**src/logic/tt_defines.svh**
```systemverilog
// Offsets, field positions, reset values and limits of the tick timer
`ifndef TT_DEFINES_SVH
`define TT_DEFINES_SVH

// ----------------------------------------------------------------
// Register byte offsets on the APB
// ----------------------------------------------------------------
`define TT_OFS_SC       8'h00
`define TT_OFS_CLK      8'h04
`define TT_OFS_CNT      8'h08
`define TT_OFS_MOD      8'h0c

// ----------------------------------------------------------------
// Field positions
// ----------------------------------------------------------------
`define TT_SC_OFLAG     7
`define TT_SC_IE        6
`define TT_SC_TRST      5
`define TT_SC_HALT      4
`define TT_CLK_SRC_HI   5
`define TT_CLK_SRC_LO   4
`define TT_CLK_DIV_HI   3
`define TT_CLK_DIV_LO   0

// ----------------------------------------------------------------
// Reset values and limits
// ----------------------------------------------------------------
`define TT_HALT_RST     1'b1
`define TT_CNT_ZERO     8'h00
`define TT_CNT_MAX      8'hff
`define TT_DIV_ZERO     4'h0
`define TT_DIV_MAX      4'h8
`define TT_MASK_ZERO    8'h00
`define TT_MASK_MAX     8'hff
`define TT_WORD_ZERO    32'h0000_0000

`endif

```
**src/logic/tt_pkg.sv**
```systemverilog
// Types shared by the tick timer modules
package tt_pkg;

    // ----------------------------------------------------------------
    // Count source encoding as held in the clock configuration register
    // ----------------------------------------------------------------
    typedef enum logic [1:0] {
        TT_SRC_BUS      = 2'b00,
        TT_SRC_FIXED    = 2'b01,
        TT_SRC_EXT_FALL = 2'b10,
        TT_SRC_EXT_RISE = 2'b11
    } tt_src_t;

    typedef logic [7:0] tt_byte_t;

endpackage : tt_pkg

```
**src/logic/tt_tick_if.sv**
```systemverilog
// Link between the register/counter core and the prescaler
interface tt_tick_if;
    tt_pkg::tt_src_t source_select;
    logic [3:0]      prescale_select;
    logic            run;
    logic            clear;
    logic            tick;

    modport core (output source_select, output prescale_select, output run, output clear, input tick);
    modport pre  (input source_select, input prescale_select, input run, input clear, output tick);
endinterface : tt_tick_if

```
**src/logic/tt_tick_timer.sv**
```systemverilog
// Eight-bit modulo tick timer with APB register access
`include "tt_defines.svh"

module tt_tick_timer (
    input  wire logic        mclk_i,
    input  wire logic        reset_n_i,
    input  wire logic        psel_i,
    input  wire logic        penable_i,
    input  wire logic        pwrite_i,
    input  wire logic [7:0]  paddr_i,
    input  wire logic [31:0] pwdata_i,
    output logic      [31:0] prdata_o,
    output logic             pready_o,
    output logic             pslverr_o,
    input  wire logic        fixed_freq_clock_i,
    input  wire logic        ext_count_input_i,
    input  wire logic        stop_mode_i,
    input  wire logic        debug_mode_i,
    output logic             irq_o
);

    // ----------------------------------------------------------------
    // State
    // ----------------------------------------------------------------
    tt_pkg::tt_byte_t count_reg, count_next;
    tt_pkg::tt_byte_t wrap_reg,  wrap_next;
    tt_pkg::tt_src_t  src_reg,   src_next;
    logic [3:0]       dsel_reg,  dsel_next;
    logic             oflag_reg, oflag_next;
    logic             ie_reg,    ie_next;
    logic             halt_reg,  halt_next;
    logic             armed_reg, armed_next;
    logic [31:0]      rdata_reg, rdata_next;

    tt_tick_if link ();

    // ----------------------------------------------------------------
    // APB decode
    // ----------------------------------------------------------------
    logic setup_ph;
    logic acc_wr;
    logic acc_rd;
    logic wr_sc;
    logic wr_clk;
    logic wr_mod;
    logic rd_sc;
    logic clr;
    logic at_wrap;
    logic ovf;

    // True for the four word addresses the block answers
    function automatic logic addr_mapped(input logic [7:0] a);
        return (a == `TT_OFS_SC) || (a == `TT_OFS_CLK) || (a == `TT_OFS_CNT) || (a == `TT_OFS_MOD);
    endfunction : addr_mapped

    // Strobes for the access phase; writes land on the completing edge
    assign setup_ph  = psel_i & ~penable_i;
    assign acc_wr    = psel_i & penable_i & pwrite_i;
    assign acc_rd    = psel_i & penable_i & ~pwrite_i;
    assign wr_sc     = acc_wr && (paddr_i == `TT_OFS_SC);
    assign wr_clk    = acc_wr && (paddr_i == `TT_OFS_CLK);
    assign wr_mod    = acc_wr && (paddr_i == `TT_OFS_MOD);
    assign rd_sc     = acc_rd && (paddr_i == `TT_OFS_SC);
    assign pready_o  = 1'b1;   // Zero wait states
    assign pslverr_o = psel_i & penable_i & ~addr_mapped(paddr_i);
    assign prdata_o  = rdata_reg;

    // Counter restart: clear bit written as one, or any limit write
    assign clr = (wr_sc & pwdata_i[`TT_SC_TRST]) | wr_mod;

    // ----------------------------------------------------------------
    // Prescaler link
    // ----------------------------------------------------------------
    // Wait mode is no input here: the count simply goes on then
    assign link.run             = ~halt_reg & ~stop_mode_i & ~debug_mode_i;
    assign link.clear           = clr;
    assign link.source_select   = src_reg;
    assign link.prescale_select = dsel_reg;

    tt_prescaler u_prescaler (
        .mclk_i             (mclk_i),
        .reset_n_i          (reset_n_i),
        .fixed_freq_clock_i (fixed_freq_clock_i),
        .ext_count_input_i  (ext_count_input_i),
        .link               (link.pre)
    );

    // ----------------------------------------------------------------
    // Counter and flag
    // ----------------------------------------------------------------
    // Wrap point: the limit, or the top of range when the limit is zero
    assign at_wrap = (wrap_reg == `TT_CNT_ZERO) ? (count_reg == `TT_CNT_MAX)
                                                : (count_reg == wrap_reg);
    // A restart in the same cycle wins over the tick, so no overflow then
    assign ovf     = link.tick & at_wrap & ~clr;

    // Read data is captured in setup so it stands during the access phase
    function automatic logic [31:0] read_word(input logic [7:0] a, input logic [7:0] sc,
                                              input logic [7:0] ck, input logic [7:0] cn,
                                              input logic [7:0] md);
        case (a)
            `TT_OFS_SC:  return {24'h0, sc};
            `TT_OFS_CLK: return {24'h0, ck};
            `TT_OFS_CNT: return {24'h0, cn};
            `TT_OFS_MOD: return {24'h0, md};
            default:     return `TT_WORD_ZERO;
        endcase
    endfunction : read_word

    // Next-state logic for all registers
    always_comb begin
        count_next = count_reg;
        wrap_next  = wrap_reg;
        src_next   = src_reg;
        dsel_next  = dsel_reg;
        ie_next    = ie_reg;
        halt_next  = halt_reg;
        armed_next = armed_reg;
        rdata_next = rdata_reg;
        // Count: restart beats tick; halt/stop/debug hold the value
        if (clr) begin
            count_next = `TT_CNT_ZERO;
        end else if (link.tick) begin
            count_next = at_wrap ? `TT_CNT_ZERO : count_reg + 8'h01;
        end
        // Register writes; source or prescale changes leave the count alone
        if (wr_sc) begin
            ie_next   = pwdata_i[`TT_SC_IE];
            halt_next = pwdata_i[`TT_SC_HALT];
        end
        if (wr_clk) begin
            src_next = tt_pkg::tt_src_t'(pwdata_i[`TT_CLK_SRC_HI:`TT_CLK_SRC_LO]);
            dsel_next = pwdata_i[`TT_CLK_DIV_HI:`TT_CLK_DIV_LO];
        end
        if (wr_mod) begin
            wrap_next = pwdata_i[7:0];
        end
        // Flag clear needs a status read while set, then a write of zero; a restart clears it directly
        if (rd_sc && oflag_reg) begin
            armed_next = 1'b1;
        end else if (wr_sc || clr) begin
            armed_next = 1'b0;
        end
        // Overflow sets the flag even in the cycle a zero write clears it
        oflag_next = ovf | (oflag_reg & ~clr & ~(wr_sc & armed_reg & ~pwdata_i[`TT_SC_OFLAG]));
        if (setup_ph && !pwrite_i) begin
            // Clear bit and bits 3..0 always read as zero
            rdata_next = read_word(paddr_i,
                                   {oflag_reg, ie_reg, 1'b0, halt_reg, 4'h0},
                                   {2'b00, src_reg, dsel_reg},
                                   count_reg, wrap_reg);
        end
    end

    // Register stage; a reset out of stop lands here too
    always_ff @(posedge mclk_i or negedge reset_n_i) begin
        if (!reset_n_i) begin
            count_reg <= `TT_CNT_ZERO;
            wrap_reg  <= `TT_CNT_ZERO;
            src_reg   <= tt_pkg::TT_SRC_BUS;
            dsel_reg  <= `TT_DIV_ZERO;
            oflag_reg <= 1'b0;
            ie_reg    <= 1'b0;
            halt_reg  <= `TT_HALT_RST;
            armed_reg <= 1'b0;
            rdata_reg <= `TT_WORD_ZERO;
        end else begin
            count_reg <= count_next;
            wrap_reg  <= wrap_next;
            src_reg   <= src_next;
            dsel_reg  <= dsel_next;
            oflag_reg <= oflag_next;
            ie_reg    <= ie_next;
            halt_reg  <= halt_next;
            armed_reg <= armed_next;
            rdata_reg <= rdata_next;
        end
    end

    // Level request, follows the flag while enabled
    assign irq_o = ie_reg & oflag_reg;
endmodule : tt_tick_timer

```
**src/logic/tt_prescaler.sv**
```systemverilog
// Source selection, input synchronisers and prescaler of the tick timer
`include "tt_defines.svh"

module tt_prescaler (
    input  wire logic mclk_i,
    input  wire logic reset_n_i,
    input  wire logic fixed_freq_clock_i,
    input  wire logic ext_count_input_i,
    tt_tick_if.pre    link
);

    // ----------------------------------------------------------------
    // Synchronisers
    // ----------------------------------------------------------------
    logic [2:0] ext_sync_reg, ext_sync_next;
    logic [2:0] fix_sync_reg, fix_sync_next;
    logic       ext_lvl_reg, ext_lvl_next;
    logic       fix_lvl_reg, fix_lvl_next;
    logic [7:0] pcnt_reg, pcnt_next;
    logic       event_hit;

    // Divide mask: ratio 2**sel minus one, larger codes divide by 256
    function automatic logic [7:0] div_mask(input logic [3:0] sel);
        logic [8:0] one_hot;
        one_hot = 9'h001;
        if (sel >= `TT_DIV_MAX) begin
            return `TT_MASK_MAX;
        end
        one_hot = one_hot << sel;
        return 8'(one_hot - 9'h001);
    endfunction : div_mask

    // Stage one feeds only stage two; a level counts once stages two and three agree
    always_comb begin
        ext_sync_next = {ext_sync_reg[1:0], ext_count_input_i};
        fix_sync_next = {fix_sync_reg[1:0], fixed_freq_clock_i};
        // Input must stay below a quarter of the bus rate or edges merge
        ext_lvl_next  = (ext_sync_reg[1] == ext_sync_reg[2]) ? ext_sync_reg[2] : ext_lvl_reg;
        fix_lvl_next  = (fix_sync_reg[1] == fix_sync_reg[2]) ? fix_sync_reg[2] : fix_lvl_reg;
    end

    // ----------------------------------------------------------------
    // Source edge and divider
    // ----------------------------------------------------------------
    // Choose the edge that feeds the prescaler
    always_comb begin
        case (link.source_select)
            tt_pkg::TT_SRC_BUS:      event_hit = 1'b1;
            tt_pkg::TT_SRC_FIXED:    event_hit = fix_lvl_next & ~fix_lvl_reg;
            tt_pkg::TT_SRC_EXT_FALL: event_hit = ~ext_lvl_next & ext_lvl_reg;
            tt_pkg::TT_SRC_EXT_RISE: event_hit = ext_lvl_next & ~ext_lvl_reg;
            default:                 event_hit = 1'b0;
        endcase
    end

    // Tick when the low bits of the divider are all ones; a halt holds the phase
    assign link.tick = link.run & event_hit & ((pcnt_reg & div_mask(link.prescale_select))
                       == div_mask(link.prescale_select));

    // Divider count advances on each accepted edge, restarts with the counter
    always_comb begin
        pcnt_next = pcnt_reg;
        if (link.clear) begin
            pcnt_next = `TT_MASK_ZERO;
        end else if (link.run && event_hit) begin
            pcnt_next = pcnt_reg + 8'h01;
        end
    end

    // Register stage
    always_ff @(posedge mclk_i or negedge reset_n_i) begin
        if (!reset_n_i) begin
            ext_sync_reg <= 3'h0;
            fix_sync_reg <= 3'h0;
            ext_lvl_reg  <= 1'b0;
            fix_lvl_reg  <= 1'b0;
            pcnt_reg     <= `TT_MASK_ZERO;
        end else begin
            ext_sync_reg <= ext_sync_next;
            fix_sync_reg <= fix_sync_next;
            ext_lvl_reg  <= ext_lvl_next;
            fix_lvl_reg  <= fix_lvl_next;
            pcnt_reg     <= pcnt_next;
        end
    end

endmodule : tt_prescaler

```
**config.mk**
```make
export PLATFORM = sky130hd
export DESIGN_NAME = tt_tick_timer
export DESIGN_NICKNAME = d
export VERILOG_FILES = /design/src/logic/tt_pkg.sv /design/src/logic/tt_tick_if.sv /design/src/logic/tt_tick_timer.sv /design/src/logic/tt_prescaler.sv
export VERILOG_INCLUDE_DIRS = /design/src /design/src/logic
export SDC_FILE = /design/constraint.sdc
export NUM_CORES = 1
export LEC_CHECK = 0
export ABC_CLOCK_PERIOD_IN_PS = 2900
export CAP_MARGIN = 10
export CORE_MARGIN = 2
export CORE_UTILIZATION = 35
export CTS_CLUSTER_DIAMETER = 40
export DETAILED_ROUTE_END_ITERATION = 7
export DONT_BUFFER_PORTS = 1
export GPL_TIMING_DRIVEN = 0
export PLACE_DENSITY = 0.48
export SLEW_MARGIN = 0
export SYNTH_ARGS = -nofsm -noshare
export SYNTH_HDL_FRONTEND = slang
export SYNTH_SLANG_ARGS = --single-unit
```
**constraint.sdc**
```tcl
create_clock -name mclk_i -period 2.9 [get_ports mclk_i]
set_input_delay 0.145 -clock mclk_i [delete_from_list [all_inputs] [get_ports mclk_i]]
set_output_delay 0.145 -clock mclk_i [all_outputs]
set_load 0.01 [all_outputs]
```
# Word level (Yosys, flattened, before mapping)
# Cells that the tools add are included.
word_totals:
  output_inout_bits: 35
  inputBits: 49
  ff_bits: 74
  word_cells: 98
op_classes:
  shifts: 1
  bitwise: 35
  magnitude_cmp: 1
  n_eq_ne: 11
  add_sub_neg: 3
  muxes: 15
  n_reduce_logical: 18
ops:
  columns: ["operator", "count"]
  rows:
  - ["$mux W8", 7]
  - ["$pmux W8 S4", 1]
  - ["$and A1 B1 Y1", 20]
  - ["$add A8 B1 Y8 const B", 2]
  - ["$eq A8 B4 Y1 const B", 2]
  - ["$eq A8 B8 Y1", 2]
  - ["$logic_not A8 Y1", 2]
  - ["$not A1 Y1", 12]
  - ["$and A8 B8 Y8", 1]
  - ["$eq A8 B3 Y1 const B", 1]
  - ["$eq A8 B8 Y1 const B", 1]
  - ["$shl A1 B4 Y8 const A", 1]
  - ["$sub A8 B1 Y8 const B", 1]
  - ["$logic_and A1 B1 Y1", 7]
  - ["$mux W1", 6]
  - ["$reduce_bool A2 Y1", 3]
  - ["$eq A2 B2 Y1 const B", 2]
  - ["$ge A4 B4 Y1 const B", 1]
  - ["$logic_or A1 B1 Y1", 4]
  - ["$pmux W1 S4", 1]
  - ["$eq A1 B1 Y1", 2]
  - ["$eq A2 B1 Y1 const B", 1]
  - ["$logic_not A2 Y1", 1]
  - ["$or A1 B1 Y1", 2]
  - ["$logic_not A1 Y1", 1]

# Depth between registers and ports, before layout
# Gate-level depths: netlist (run 1).
logic_depth:
  ltp_word: 10
  mapped_depth: 10
  ltp_nobuf: 9

# Modules after synthesis
# Synthesis (run 1) repeated with hierarchy kept, for this count alone.
hier_totals:
  hier_cells: 279
  area_unflattened_um2: 2909.0
by_module_without_submodules:
  columns: ["mod", "n_inst", "cells_per_inst", "seq_area_each_um2", "area_each_um2"]
  rows:
  - ["tt_tick_timer", 1, 198, 852.1, 2083.2]
  - ["tt_prescaler", 1, 81, 400.4, 825.8]

# Worst setup path after synthesis (run 1)
# OpenSTA, ideal clock, no wires.
synth_timing:
  path_type: "register to register"
  startpoint: "register dsel_reg[3]"
  endpoint: "register count_reg[6]"
  arrival_time_ns: 2.495
  period_less_slack_ns: 2.622
  path_stages_with_launch: 11
  slack_ns: 0.278
  setup_time_ns: 0.126
  n_path_buf: 1
  t_required_ns: 2.774
  path_cell_list: "dfrtp_1 clkbuf_1 nor3_1 nand2b_1 ha_1 nor3b_2 a311o_1 a221o_2 nor2_4 nor2_2 a221o_1"
synth_between:
  elab_chain_cells: 7
  word_cells_on_any_way: 9
  cone_classes: "add/sub: 1; order compare: 1; eq/ne: 1; shift: 1; mux: 2; bitwise: 2; reduce/logical: 1"
synth_lines:
  columns: ["item", "line_no", "source"]
  rows:
  - ["start, declared", "tt_tick_timer.sv:28", "logic [3:0] dsel_reg, dsel_next;"]
  - ["start signal, assigned", "tt_tick_timer.sv:161", "dsel_reg <= `TT_DIV_ZERO;"]
  - ["start signal, assigned", "tt_tick_timer.sv:171", "dsel_reg <= dsel_next;"]
  - ["$shl A1 B4 Y8 or $ge A4 B4 Y1 (tied branches)", null, null]
  - ["$sub A8 B1 Y8 or $mux W1 (tied branches)", "tt_prescaler.sv:30, tt_prescaler.sv:26", null]
  - ["$mux W8 *", "tt_prescaler.sv:29", "one_hot = one_hot << sel;"]
  - ["$and A8 B8 Y8", "tt_prescaler.sv:57", "assign link.tick = link.run & event_hit & ((pcnt_reg & div_mask(link.prescale_select))"]
  - ["$eq A8 B8 Y1 *", "tt_prescaler.sv:58", "== div_mask(link.prescale_select));"]
  - ["$and A1 B1 Y1 *", "tt_prescaler.sv:57", null]
  - ["$reduce_bool A2 Y1 (no source line) *", null, null]
  - ["end signal, assigned", "tt_tick_timer.sv:158", "count_reg <= `TT_CNT_ZERO;"]
  - ["end signal, assigned", "tt_tick_timer.sv:168", "count_reg <= count_next;"]
  - ["end, declared", "tt_tick_timer.sv:25", "tt_pkg::tt_byte_t count_reg, count_next;"]
# Mark *: on every way between the ends. The rest lies on a longest branch, timed or not.
# A chain may end at the register's enable or synchronous reset.

# Worst setup path after layout (run 1)
layout_timing:
  startpoint: "register dsel_reg[2]"
  endpoint: "register count_reg[6]"
# Same word-level chain as after synthesis.

==> flow_metrics.env, run 1 <==
export IMPL_synth_top_area_cell="dfrtp_1"
export IMPL_worstPathArrival_ns=2.95
export IMPL_cap_violations=0
export IMPL_root_buffer="clkbuf_8"
export IMPL_gp_congestion=0.772
export IMPL_crit_path_start_kind="flip-flop"
export IMPL_synth_seq_cells=50
export IMPL_grt_overflow=0
export IMPL_cp_max_fo=9
export IMPL_worstReg2RegEnd="count_reg[6]"
export IMPL_slowest_delay_ns=0.45
export IMPL_via_per_inst=4.94
export IMPL_min_period_ns=2.74
export IMPL_clk_latency_ns=0.31
export IMPL_gr_usage_all_layers_pct=14.7
export IMPL_status="finished clean"
export IMPL_cp_num_buf_inv=1
export IMPL_synth_area_leaders="dfrtp_1, mux2_2, buf_4, xnor2_1, nor2_1"
export IMPL_setup_viol=0
export IMPL_drt_wl_total_um=6190
export IMPL_first_global_vias=2018
export IMPL_htree_levels=2
export IMPL_yosysSeqAreaShare_pct=42.7
export IMPL_worstPathRequired_ns=3.10
export IMPL_multi_input_comb_area_um2=1530
export IMPL_fmax_mhz=365
export IMPL_layout_common_cells="dfrtp_1, buf_4, conb_1, mux2_2, nor2_1"
export IMPL_skew_ns=0.00572
export IMPL_ant_nets=0
export IMPL_antenna_found_initial=0
export IMPL_num_rows=33
export IMPL_cp_top_family="compound AO/OA/AOI/OAI gates"
export IMPL_ios=84
export IMPL_tightestPinTransition_ns=0.713
export IMPL_power_mw=1.79
export IMPL_cts_tree="done"
export IMPL_drive_gt1_share_pct=22.9
export IMPL_floorplan_initialDensity_pct=35.9
export IMPL_core_region_area_um2=8180
export IMPL_avgSynthCellArea_um2=10.3
export IMPL_dieHeight_um=95.5
export IMPL_seqCellArea_um2=1250
export IMPL_ys_types=62
export IMPL_vias=2135
export IMPL_critPathKind="flip-flop to flip-flop"
export IMPL_cts_buffers_inserted=5
export IMPL_worstHoldPathCells=2
export IMPL_post_cts_setup_buffers=0
export IMPL_antennaDiodeCount=0
export IMPL_min_from="psel_i"
export IMPL_dr_first_iter_drc_count=68
export IMPL_end_kind="flip-flop"
export IMPL_synthToLayoutAreaGrowth_pct=16.3
export IMPL_fill_cells=820
export IMPL_met2_wirelength_um=2810
export IMPL_reg2reg_depth=10
export IMPL_timing_final_max_slew_violations=0
export IMPL_io_buffers=0
export IMPL_min_path_type="input port to flip-flop"
export IMPL_syn_inst=285
export IMPL_die_area_um2=9130
export IMPL_synth_top_area_share_pct=41.8
export IMPL_final_nets=378
export IMPL_dr_pass1_iters=4
export IMPL_maxSlewHeadroom_pct=52.3
export IMPL_grt_pass1_wl_um=10300
export IMPL_path_depth=10
export IMPL_routedWlPerCell_um=14.3
export IMPL_dp_hpwl_um=4550
export IMPL_fp_dieW_um=95.5
export IMPL_finalSetupTns_ns=0
export IMPL_final_area_um2=3410
export IMPL_p_per_area_nw_per_um2=524
export IMPL_finalHoldViolCount=0
export IMPL_reg2reg_from="dsel_reg[2]"
export IMPL_slowest_stage="a221o_2"
export IMPL_grt_max_degree=51
export IMPL_min_to="prdata_o[7]"
export IMPL_place_ws_ns=0.0575
export IMPL_cts_sinks=50
export IMPL_yosysWarningCount=0
export IMPL_top_layer="met4"
export IMPL_crit_chain="buf_2, nor3_2, nand2b_1, ha_1, nor3b_2, a311o_1, a221o_2, nor2_4, nor2_2, a221o_1"
export IMPL_period_share_pct=94.6
export IMPL_synth_ff_type="dfrtp_1"
export IMPL_synthArstFlopShare_pct=100
export IMPL_wl_met1_um=3010
export IMPL_clk_pin_slew_ns=0.10
export IMPL_p_leak_nw=1.55
export IMPL_worst_slack_ns=0.157
export IMPL_peakVddDrop_mv=0.281
export IMPL_rrSetupSlack_ns=0.16
export IMPL_drc=0
export IMPL_syn_cell_area_um2=2930
export IMPL_final_common_cell="dfrtp_1"
export IMPL_clockBufferDepth=2
export IMPL_dpl_cell_area_um2=3150
export IMPL_synth_edf_count=0
export IMPL_wl_met3_um=274
## cells in the mapped netlist (all sizes together) (3+ instances only)
cell / number
nand2: 19
mux2i: 4
nor3: 3
nor3b: 4
dfrtp: 49
nand2b: 3
and2: 6
and3: 4
ha: 3
nor4: 5
xor2: 3
a22o: 4
o31ai: 4
nor2: 22
a21oi: 6
buf: 29
inv: 3
o21ai: 15
xnor2: 9
mux2: 22
a22oi: 6
clkbuf: 7
nand3: 5
nand4: 6
nor2b: 11
## report_power, final
part           internal [mW]  switching, mW  leakage [nW]  total, mW
Clock                  0.263          0.256        0.0591      0.520
Sequential             0.777          0.143         0.653      0.919
Combinational          0.186          0.164         0.836      0.350
## timing repair
action / in CTS / in global routing
hold buffers: 12 / 0
hold endpoints to repair: 68 / 0
gates resized for setup: 0 / 2
endpoints found under the setup margin: 0 / 9
## worst max-delay path by stage
stage	startpoint	end	slack [ns]
6_report	dsel_reg[2]	count_reg[6]	0.16
5_1_grt	dsel_reg[3]	count_reg[6]	-0.01
4_1_cts	dsel_reg[3]	count_reg[6]	0.03
3_5_place_dp	dsel_reg[3]	count_reg[6]	0.06
3_3_place_gp	dsel_reg[3]	count_reg[6]	0.07
2_1_floorplan	dsel_reg[3]	count_reg[6]	0.28
## metrics by stage
step                utilization (%)  instances  hold WS, ns
finish                         41.7        432        0.157
global placement               38.5        413       -0.149
global route                   41.7        432        0.177
floorplan                         -        308       -0.151
detailed placement             38.5        413       -0.149
CTS                            41.6        433        0.161
## area by class of cell
type	count	share of cell area, %
Tap cell	105	3.85
Clock buffer	5	2.02
Clock inverter	3	1.39
Sequential cell	50	36.7
Timing Repair Buffer	12	4.03
Multi-Input combinational cell	219	44.8
Buffer	35	6.82
Inverter	3	0.330
## routing by layer
metal / GRT usage, % / vias to the layer above
li1: - / 1055
met4: 4.88 / 0
met1: 21.3 / 1024
met2: 22.0 / 46
met3: 2.69 / 10
met5: 0 / -
## logic make-up (layout without fill, tap and decap cells)
family / Yosys count / after routing / synth area share (%)
compound gates: 54 / 54 / 13.9
xor+xnor: 12 / 12 / 3.58
fa+ha+maj: 5 / 5 / 1.96
buf+inv: 39 / 58 / 8.45
flops: 50 / 50 / 42.7
mux: 27 / 27 / 10.6
other cells: 2 / 25 / 0.256
simple gates: 96 / 96 / 18.6
## worst reg2reg max path, stage by stage, from the launching register on
cell and delay [ns]:
dfrtp_1 0.36, buf_2 0.17, nor3_2 0.21, nand2b_1 0.08, ha_1 0.26, nor3b_2 0.19
a311o_1 0.32, a221o_2 0.45, nor2_4 0.17, nor2_2 0.07, a221o_1 0.35
Note: power is estimated with default switching activity, not from simulation.
==> inputs of run 2 (changes only) <==
SYNTH_HIERARCHICAL = 1   (was not set)
==> run 2 against run 1 <==
Effect of this change: register-to-register slack got worse by 0.06 ns; sequential power shrank 2%; first-iteration DRC count grew 38%; worst setup slack lost 0.064 ns; final area increased by 0.48%; synthesized cell count decreased by 2.1%; synthesized area fell by 0.81%; highest routed layer unchanged.
==> flow_metrics.env, run 2 <==
export IMPL_cts_buffers_inserted=5
export IMPL_htree_levels=2
export IMPL_drc=0
export IMPL_synthMuxAreaShare_pct=10.3
export IMPL_cap_violations=0
export IMPL_synth_compound_area_share_pct=10.9
export IMPL_num_rows=33
export IMPL_dp_hpwl_um=4550
export IMPL_synthXorXnorAreaFrac_pct=6.02
export IMPL_worstPathArrival_ns=2.98
export IMPL_final_nets=379
export IMPL_slowest_stage="or4b_1"
export IMPL_die_area_um2=9060
export IMPL_gp_congestion=0.832
export IMPL_grt_pass1_wl_um=10200
export IMPL_synth_top_family_by_area="simple AND/OR/NAND/NOR gates"
export IMPL_reg2reg_depth=10
export IMPL_synth_top_area_share_pct=42.2
export IMPL_period_share_pct=96.8
export IMPL_synthToLayoutAreaGrowth_pct=17.8
export IMPL_reg2reg_from="u_prescaler/ext_sync_reg[2]"
export IMPL_yosysWarningCount=6
export IMPL_gr_usage_all_layers_pct=14.7
export IMPL_setup_viol=0
export IMPL_dr_pass1_iters=4
export IMPL_core_region_area_um2=8130
export IMPL_drt_wl_total_um=6210
export IMPL_fin_cells=433
export IMPL_ant_nets=0
export IMPL_drive_gt1_share_pct=24.4
export IMPL_first_global_vias=1943
export IMPL_grt_max_degree=51
export IMPL_crit_path_start_kind="flip-flop"
export IMPL_setup_worst_path_end="count_reg[7]"
export IMPL_yosysSeqAreaShare_pct=43.1
export IMPL_yosys_area_share_adder_pct=1.98
export IMPL_synth_top_area_cell="dfrtp_1"
export IMPL_cp_max_fo=8
export IMPL_rrSetupSlack_ns=0.09
export IMPL_min_path_type="input port to flip-flop"
export IMPL_worstReg2RegEnd="count_reg[7]"
export IMPL_clockBufferDepth=2
export IMPL_routedWlPerCell_um=14.3
export IMPL_syn_inst=279
export IMPL_finalHoldViolCount=0
export IMPL_dr_first_iter_drc_count=94
export IMPL_cts_tree="done"
export IMPL_clk_pin_slew_ns=0.09
export IMPL_ys_types=56
export IMPL_yosys_top_cells_count="dfrtp_1, buf_4, nand2_1"
export IMPL_p_per_area_nw_per_um2=495
export IMPL_synth_simple_area_share_pct=18.2
export IMPL_avgSynthCellArea_um2=10.4
export IMPL_worst_path_most_repeated_cell="and3_1"
export IMPL_dp_cells=407
export IMPL_p_leak_nw=1.62
export IMPL_floorplan_initialDensity_pct=35.8
export IMPL_synth_edf_count=0
export IMPL_fp_dieW_um=95.2
export IMPL_skew_ns=0.0113
export IMPL_dieHeight_um=95.2
export IMPL_cts_sinks=50
export IMPL_critPathKind="flip-flop to flip-flop"
export IMPL_grt_overflow=0
export IMPL_peakVddDrop_mv=0.221
export IMPL_crit_chain="or4b_1, and3_1, buf_6, a2111o_1, nor3_4, and3_4, and4_4, and3_1, xnor2_1, nor2_1"
export IMPL_status="finished clean"
export IMPL_via_per_inst=4.76
export IMPL_synth_area_leaders="dfrtp_1, buf_4, mux2_4, mux2_2, xnor2_1"
export IMPL_synth_seq_cells=50
export IMPL_ios=84
export IMPL_antennaDiodeCount=0
export IMPL_rsz0062_at_grt="true"
export IMPL_clk_latency_ns=0.30
export IMPL_final_common_cell="dfrtp_1"
export IMPL_root_buffer="clkbuf_8"
export IMPL_antenna_found_initial=0
export IMPL_syn_cell_area_um2=2910
export IMPL_end_kind="flip-flop"
export IMPL_layout_common_cells="dfrtp_1, buf_4, conb_1, nand2_1, nor2_1"
export IMPL_fmax_mhz=356
export IMPL_timing_final_max_slew_violations=0
export IMPL_synth_ff_type="dfrtp_1"
export IMPL_synth_most_common_cell="dfrtp_1"
export IMPL_worst_hold_slack_ns=0.118
export IMPL_cp_startpoint="u_prescaler/ext_sync_reg[2]"
export IMPL_synthArstFlopShare_pct=100
export IMPL_min_period_ns=2.81
export IMPL_vias=2062
export IMPL_io_buffers=0
export IMPL_worstPathRequired_ns=3.07
export IMPL_slowest_delay_ns=0.51
## run 2: cell count changes after synthesis, moves of 4 or more
| cell | before | now |
|---|---|---|
| a22o_1 | 4 | 0 |
| or4_4 | 0 | 4 |
| mux2_1 | 0 | 6 |
| nor2b_1 | 11 | 2 |
| mux2i_1 | 4 | 0 |
| mux2_2 | 22 | 8 |
| inv_1 | 3 | 10 |
| xor2_1 | 3 | 10 |
| clkbuf_1 | 7 | 3 |
| mux2_4 | 0 | 8 |
| nor3_1 | 3 | 8 |
## run 2: worst max-delay path: cells and delay by family, from the launching register on
| family | cells | cell delay (ns) |
|---|---|---|
| simple gates | 7 | 1.65 |
| compound gates | 1 | 0.38 |
| buf+inv | 1 | 0.13 |
| xor+xnor | 1 | 0.11 |
| flops | 1 | 0.40 |
## run 2: repair_timing
item,CTS,global route
pin swaps,1,4
hold endpoints to repair,68,0
hold buffers,12,0
cloned,0,0
setup endpoints to repair,7,7
buffers inserted,1,5
resized for setup,1,6
## run 2: logic make-up after synthesis
logic type,after synthesis
and+or+nand+nor,91
DFF,50
AOI/OAI and AO/OA,46
buffers and inverters,42
muxes,23
xor gates and xnor gates,20
adders and majority gates,5
other,2
## run 2: routing by layer
metal	share of wire [%]	GRT usage [%]	vias to the layer above
met1	47	20.8	985
met2	47	22.9	41
li1	-	-	1029
met5	0	0	-
met4	1.6	4.23	0
met3	4.2	2.77	7
## run 2: worst min-delay path by stage
stage                           from                     endpoint  slack [ns]  cells past startpoint
after detailed placement   reset_n_i  u_prescaler/fix_sync_reg[1]       -0.15                      0
after CTS                 paddr_i[3]                     halt_reg        0.11                      2
after global routing      paddr_i[3]                     halt_reg        0.11                      2
after global placement     reset_n_i  u_prescaler/fix_sync_reg[0]       -0.15                      0
after floorplan            reset_n_i                    armed_reg       -0.15                      0
final                     paddr_i[3]                     halt_reg        0.12                      2
## run 2: power by group
part | internal [mW] | switching (mW)
combinational | 0.189 | 0.184
clock | 0.193 | 0.231
sequential | 0.775 | 0.126
## run 2: layout make-up
cell class / count / area, um2
Buffer: 32 / 233
Clock buffer: 7 / 86.3
Clock inverter: 1 / 5.00
Fill cell: 795 / 4710
Inverter: 10 / 37.5
Multi-Input combinational cell: 210 / 1500
Sequential cell: 50 / 1250
Tap cell: 105 / 131
Timing Repair Buffer: 18 / 183
## run 2: metrics by stage
step | power, mW | worst slack, ns | area [um2] | util, % | TNS, ns
floorplan | 1.16 | 0.206 | 3000 | - | 0
global placement | 1.24 | -0.104 | 3130 | 38.4 | -0.611
detailed placement | 1.24 | -0.135 | 3130 | 38.4 | -0.805
CTS | 1.71 | 0.0526 | 3370 | 41.4 | 0
global route | 1.81 | -0.0469 | 3430 | 42.1 | -0.0469
finish | 1.70 | 0.0933 | 3430 | 42.1 | 0
==> inputs of run 3 (changes only) <==
ABC_AREA = 1   (was not set)
ABC_CLOCK_PERIOD_IN_PS = 2660   (was 2900)
clock period = 2.66 ns   (was 2.9 ns; I/O delays follow)
==> run 3 against run 2 <==
Effect of this change: the flow now finishes with violations (hold timing); cell count up 27%; clock power rose by 17%; core utilization is 0.24 points lower; via count increased by 24%; sequential share of layout area fell by 0.42 points; critical path depth is 6 higher; first-iteration DRC count rose by 28%; die area is 2.7% higher; global-route usage increased by 1.3 points.
==> flow_metrics.env, run 3 <==
export IMPL_layout_common_cells="nand2_1, dfrtp_1, inv_1, nand3_1, o21ai_0"
export IMPL_vias=2551
export IMPL_worstHoldPathCells=2
export IMPL_finalHoldViolCount=1
export IMPL_setup_viol=0
export IMPL_yosysSeqAreaShare_pct=41.9
export IMPL_fp_dieW_um=96.4
export IMPL_cap_violations=0
export IMPL_cts_sinks=50
export IMPL_first_global_vias=2357
export IMPL_avgSynthCellArea_um2=7.49
export IMPL_synth_most_common_cell="nand2_1"
export IMPL_drive_gt1_share_pct=13.1
export IMPL_worst_hold_slack_ns=-0.00116
export IMPL_antennaDiodeCount=0
export IMPL_htree_levels=2
export IMPL_min_period_ns=2.37
export IMPL_yosys_top_cells_count="nand2_1, dfrtp_1, inv_1"
export IMPL_wl_met1_um=3380
export IMPL_core_region_area_um2=8260
export IMPL_grt_max_degree=51
export IMPL_ant_nets=0
export IMPL_skew_ns=0.0107
export IMPL_io_buffers=0
export IMPL_dp_hpwl_um=5090
export IMPL_grt_pass1_wl_um=11400
export IMPL_wl_met3_um=290
export IMPL_top_layer="met4"
export IMPL_fmax_mhz=422
export IMPL_cts_tree="done"
export IMPL_violations="hold timing"
export IMPL_synth_top_area_share_pct=41.0
export IMPL_floorplan_initialDensity_pct=36.2
export IMPL_synthToLayoutAreaGrowth_pct=15.7
export IMPL_gr_usage_all_layers_pct=16.0
export IMPL_end_kind="flip-flop"
export IMPL_utilization_pct=41.9
export IMPL_finalSetupTns_ns=0
export IMPL_p_per_area_nw_per_um2=542
export IMPL_drc=0
export IMPL_status="finished with violations"
export IMPL_routedWlPerCell_um=12.7
export IMPL_yosysWarningCount=6
export IMPL_timing_final_max_slew_violations=0
export IMPL_reg2reg_depth=16
export IMPL_grt_overflow=0
export IMPL_dieHeight_um=96.4
export IMPL_num_rows=33
export IMPL_worstPathRequired_ns=2.90
export IMPL_ios=84
export IMPL_p_leak_nw=1.75
export IMPL_antenna_found_initial=0
export IMPL_ys_types=31
export IMPL_synth_ff_type="dfrtp_1"
export IMPL_root_buffer="clkbuf_8"
export IMPL_min_path_type="input port to flip-flop"
export IMPL_peakVddDrop_mv=0.263
export IMPL_final_nets=494
export IMPL_maxSlewHeadroom_pct=64.7
export IMPL_met2_wirelength_um=3190
export IMPL_clk_pin_slew_ns=0.11
export IMPL_clockBufferDepth=2
export IMPL_period_share_pct=89.0
export IMPL_final_common_cell="nand2_1"
export IMPL_dr_pass1_iters=4
export IMPL_crit_path_start_kind="flip-flop"
export IMPL_rsz0062_at_grt="false"
export IMPL_worst_slack_ns=0.292
export IMPL_critPathKind="flip-flop to flip-flop"
export IMPL_syn_cell_area_um2=2990
export IMPL_synth_top_area_cell="dfrtp_1"
export IMPL_place_ws_ns=0.268
export IMPL_worstPathArrival_ns=2.61
export IMPL_clk_latency_ns=0.31
export IMPL_drt_wl_total_um=6950
export IMPL_die_area_um2=9300
export IMPL_cts_buffers_inserted=5
export IMPL_gp_congestion=0.782
export IMPL_tightestPinTransition_ns=0.524
export IMPL_synthArstFlopShare_pct=100
export IMPL_synth_edf_count=0
export IMPL_fill_cells=858
export IMPL_dr_first_iter_drc_count=120
export IMPL_cp_max_fo=10
export IMPL_syn_inst=399
export IMPL_synth_seq_cells=50
export IMPL_via_per_inst=4.66
export IMPL_synth_area_leaders="dfrtp_1, nand2_1, nand3_1, buf_4, o21ai_0"
==> run 3: what timing repair did <==
action | in CTS | in global routing
setup buffers | 0 | 0
hold buffers | 13 | 0
endpoints found under the setup margin | 0 | 5
hold endpoints to repair | 63 | 0
resized for setup | 0 | 2
==> run 3: power breakdown <==
group | internal [mW] | switching, mW
Combinational | 0.177 | 0.250
Clock | 0.196 | 0.298
Sequential | 0.845 | 0.112
Total | 1.22 | 0.660
==> run 3: routing by layer <==
metal | vias up | GRT usage (%)
met5 | - | 0
met4 | 0 | 4.34
met3 | 4 | 3.41
met2 | 49 | 26.0
met1 | 1168 | 21.7
li1 | 1330 | -
==> run 3: metrics by stage <==
stage	hold slack, ns	cells	cell area (um2)	power [mW]
global placement	-0.162	527	3210	1.36
finish	-0.00116	548	3460	1.88
CTS	0.00345	548	3450	1.90
detailed placement	-0.161	527	3210	1.37
global route	0.0275	548	3460	2.01
floorplan	-0.163	422	3080	1.27
==> run 3: final cells by class <==
type / count / area [um2] / share of cell area (%)
inverter: 49 / 184 / 5.31
timing repair buffer: 13 / 148 / 4.27
clock buffer: 5 / 68.8 / 1.99
clock inverter: 3 / 28.8 / 0.832
buffer: 30 / 214 / 6.18
multi-input combinational: 293 / 1430 / 41.4
tap: 105 / 131 / 3.80
sequential: 50 / 1250 / 36.2
==> run 3: cells by family (layout without fill, tap and decap cells) <==
family | Yosys count | after routing | synth area share (%)
other | 2 | 25 | 0.251
flip-flops | 50 | 50 | 41.9
XOR/XNOR | 9 | 9 | 2.64
AO/OA/AOI/OAI | 62 | 62 | 11.1
AND/OR/NAND/NOR | 193 | 193 | 29.2
adder cells (fa/ha/maj) | 4 | 4 | 1.59
buffers and inverters | 79 | 100 | 13.3
==> run 3: path summary, 6_finish.rpt <==
kind | start | endpoint | slack, ns
max | dsel_reg[3] | count_reg[3] | 0.29
min | pwdata_i[7] | wrap_reg[7] | -0.001
max reg2reg | dsel_reg[3] | count_reg[3] | 0.29
min reg2reg | u_prescaler/ext_sync_reg[0] | u_prescaler/ext_sync_reg[1] | 0.37
max in group asynchronous | reset_n_i | halt_reg | 2.04
min in group asynchronous | reset_n_i | prdata_o[2] | 0.35
==> run 3: critical path: stages, from the launching register on <==
cell and delay [ns]:
dfrtp_1 0.52, nor2_2 0.22, nand3_1 0.10, ha_1 0.28, or2_2 0.09, nand2_1 0.04, nor2_1 0.10, nand2_1 0.06
nor2_1 0.08, nand2_1 0.06, nor2_1 0.16, inv_1 0.09, nand2_2 0.09, buf_6 0.13, nand2_2 0.05, xor2_1 0.13
nor2_1 0.10
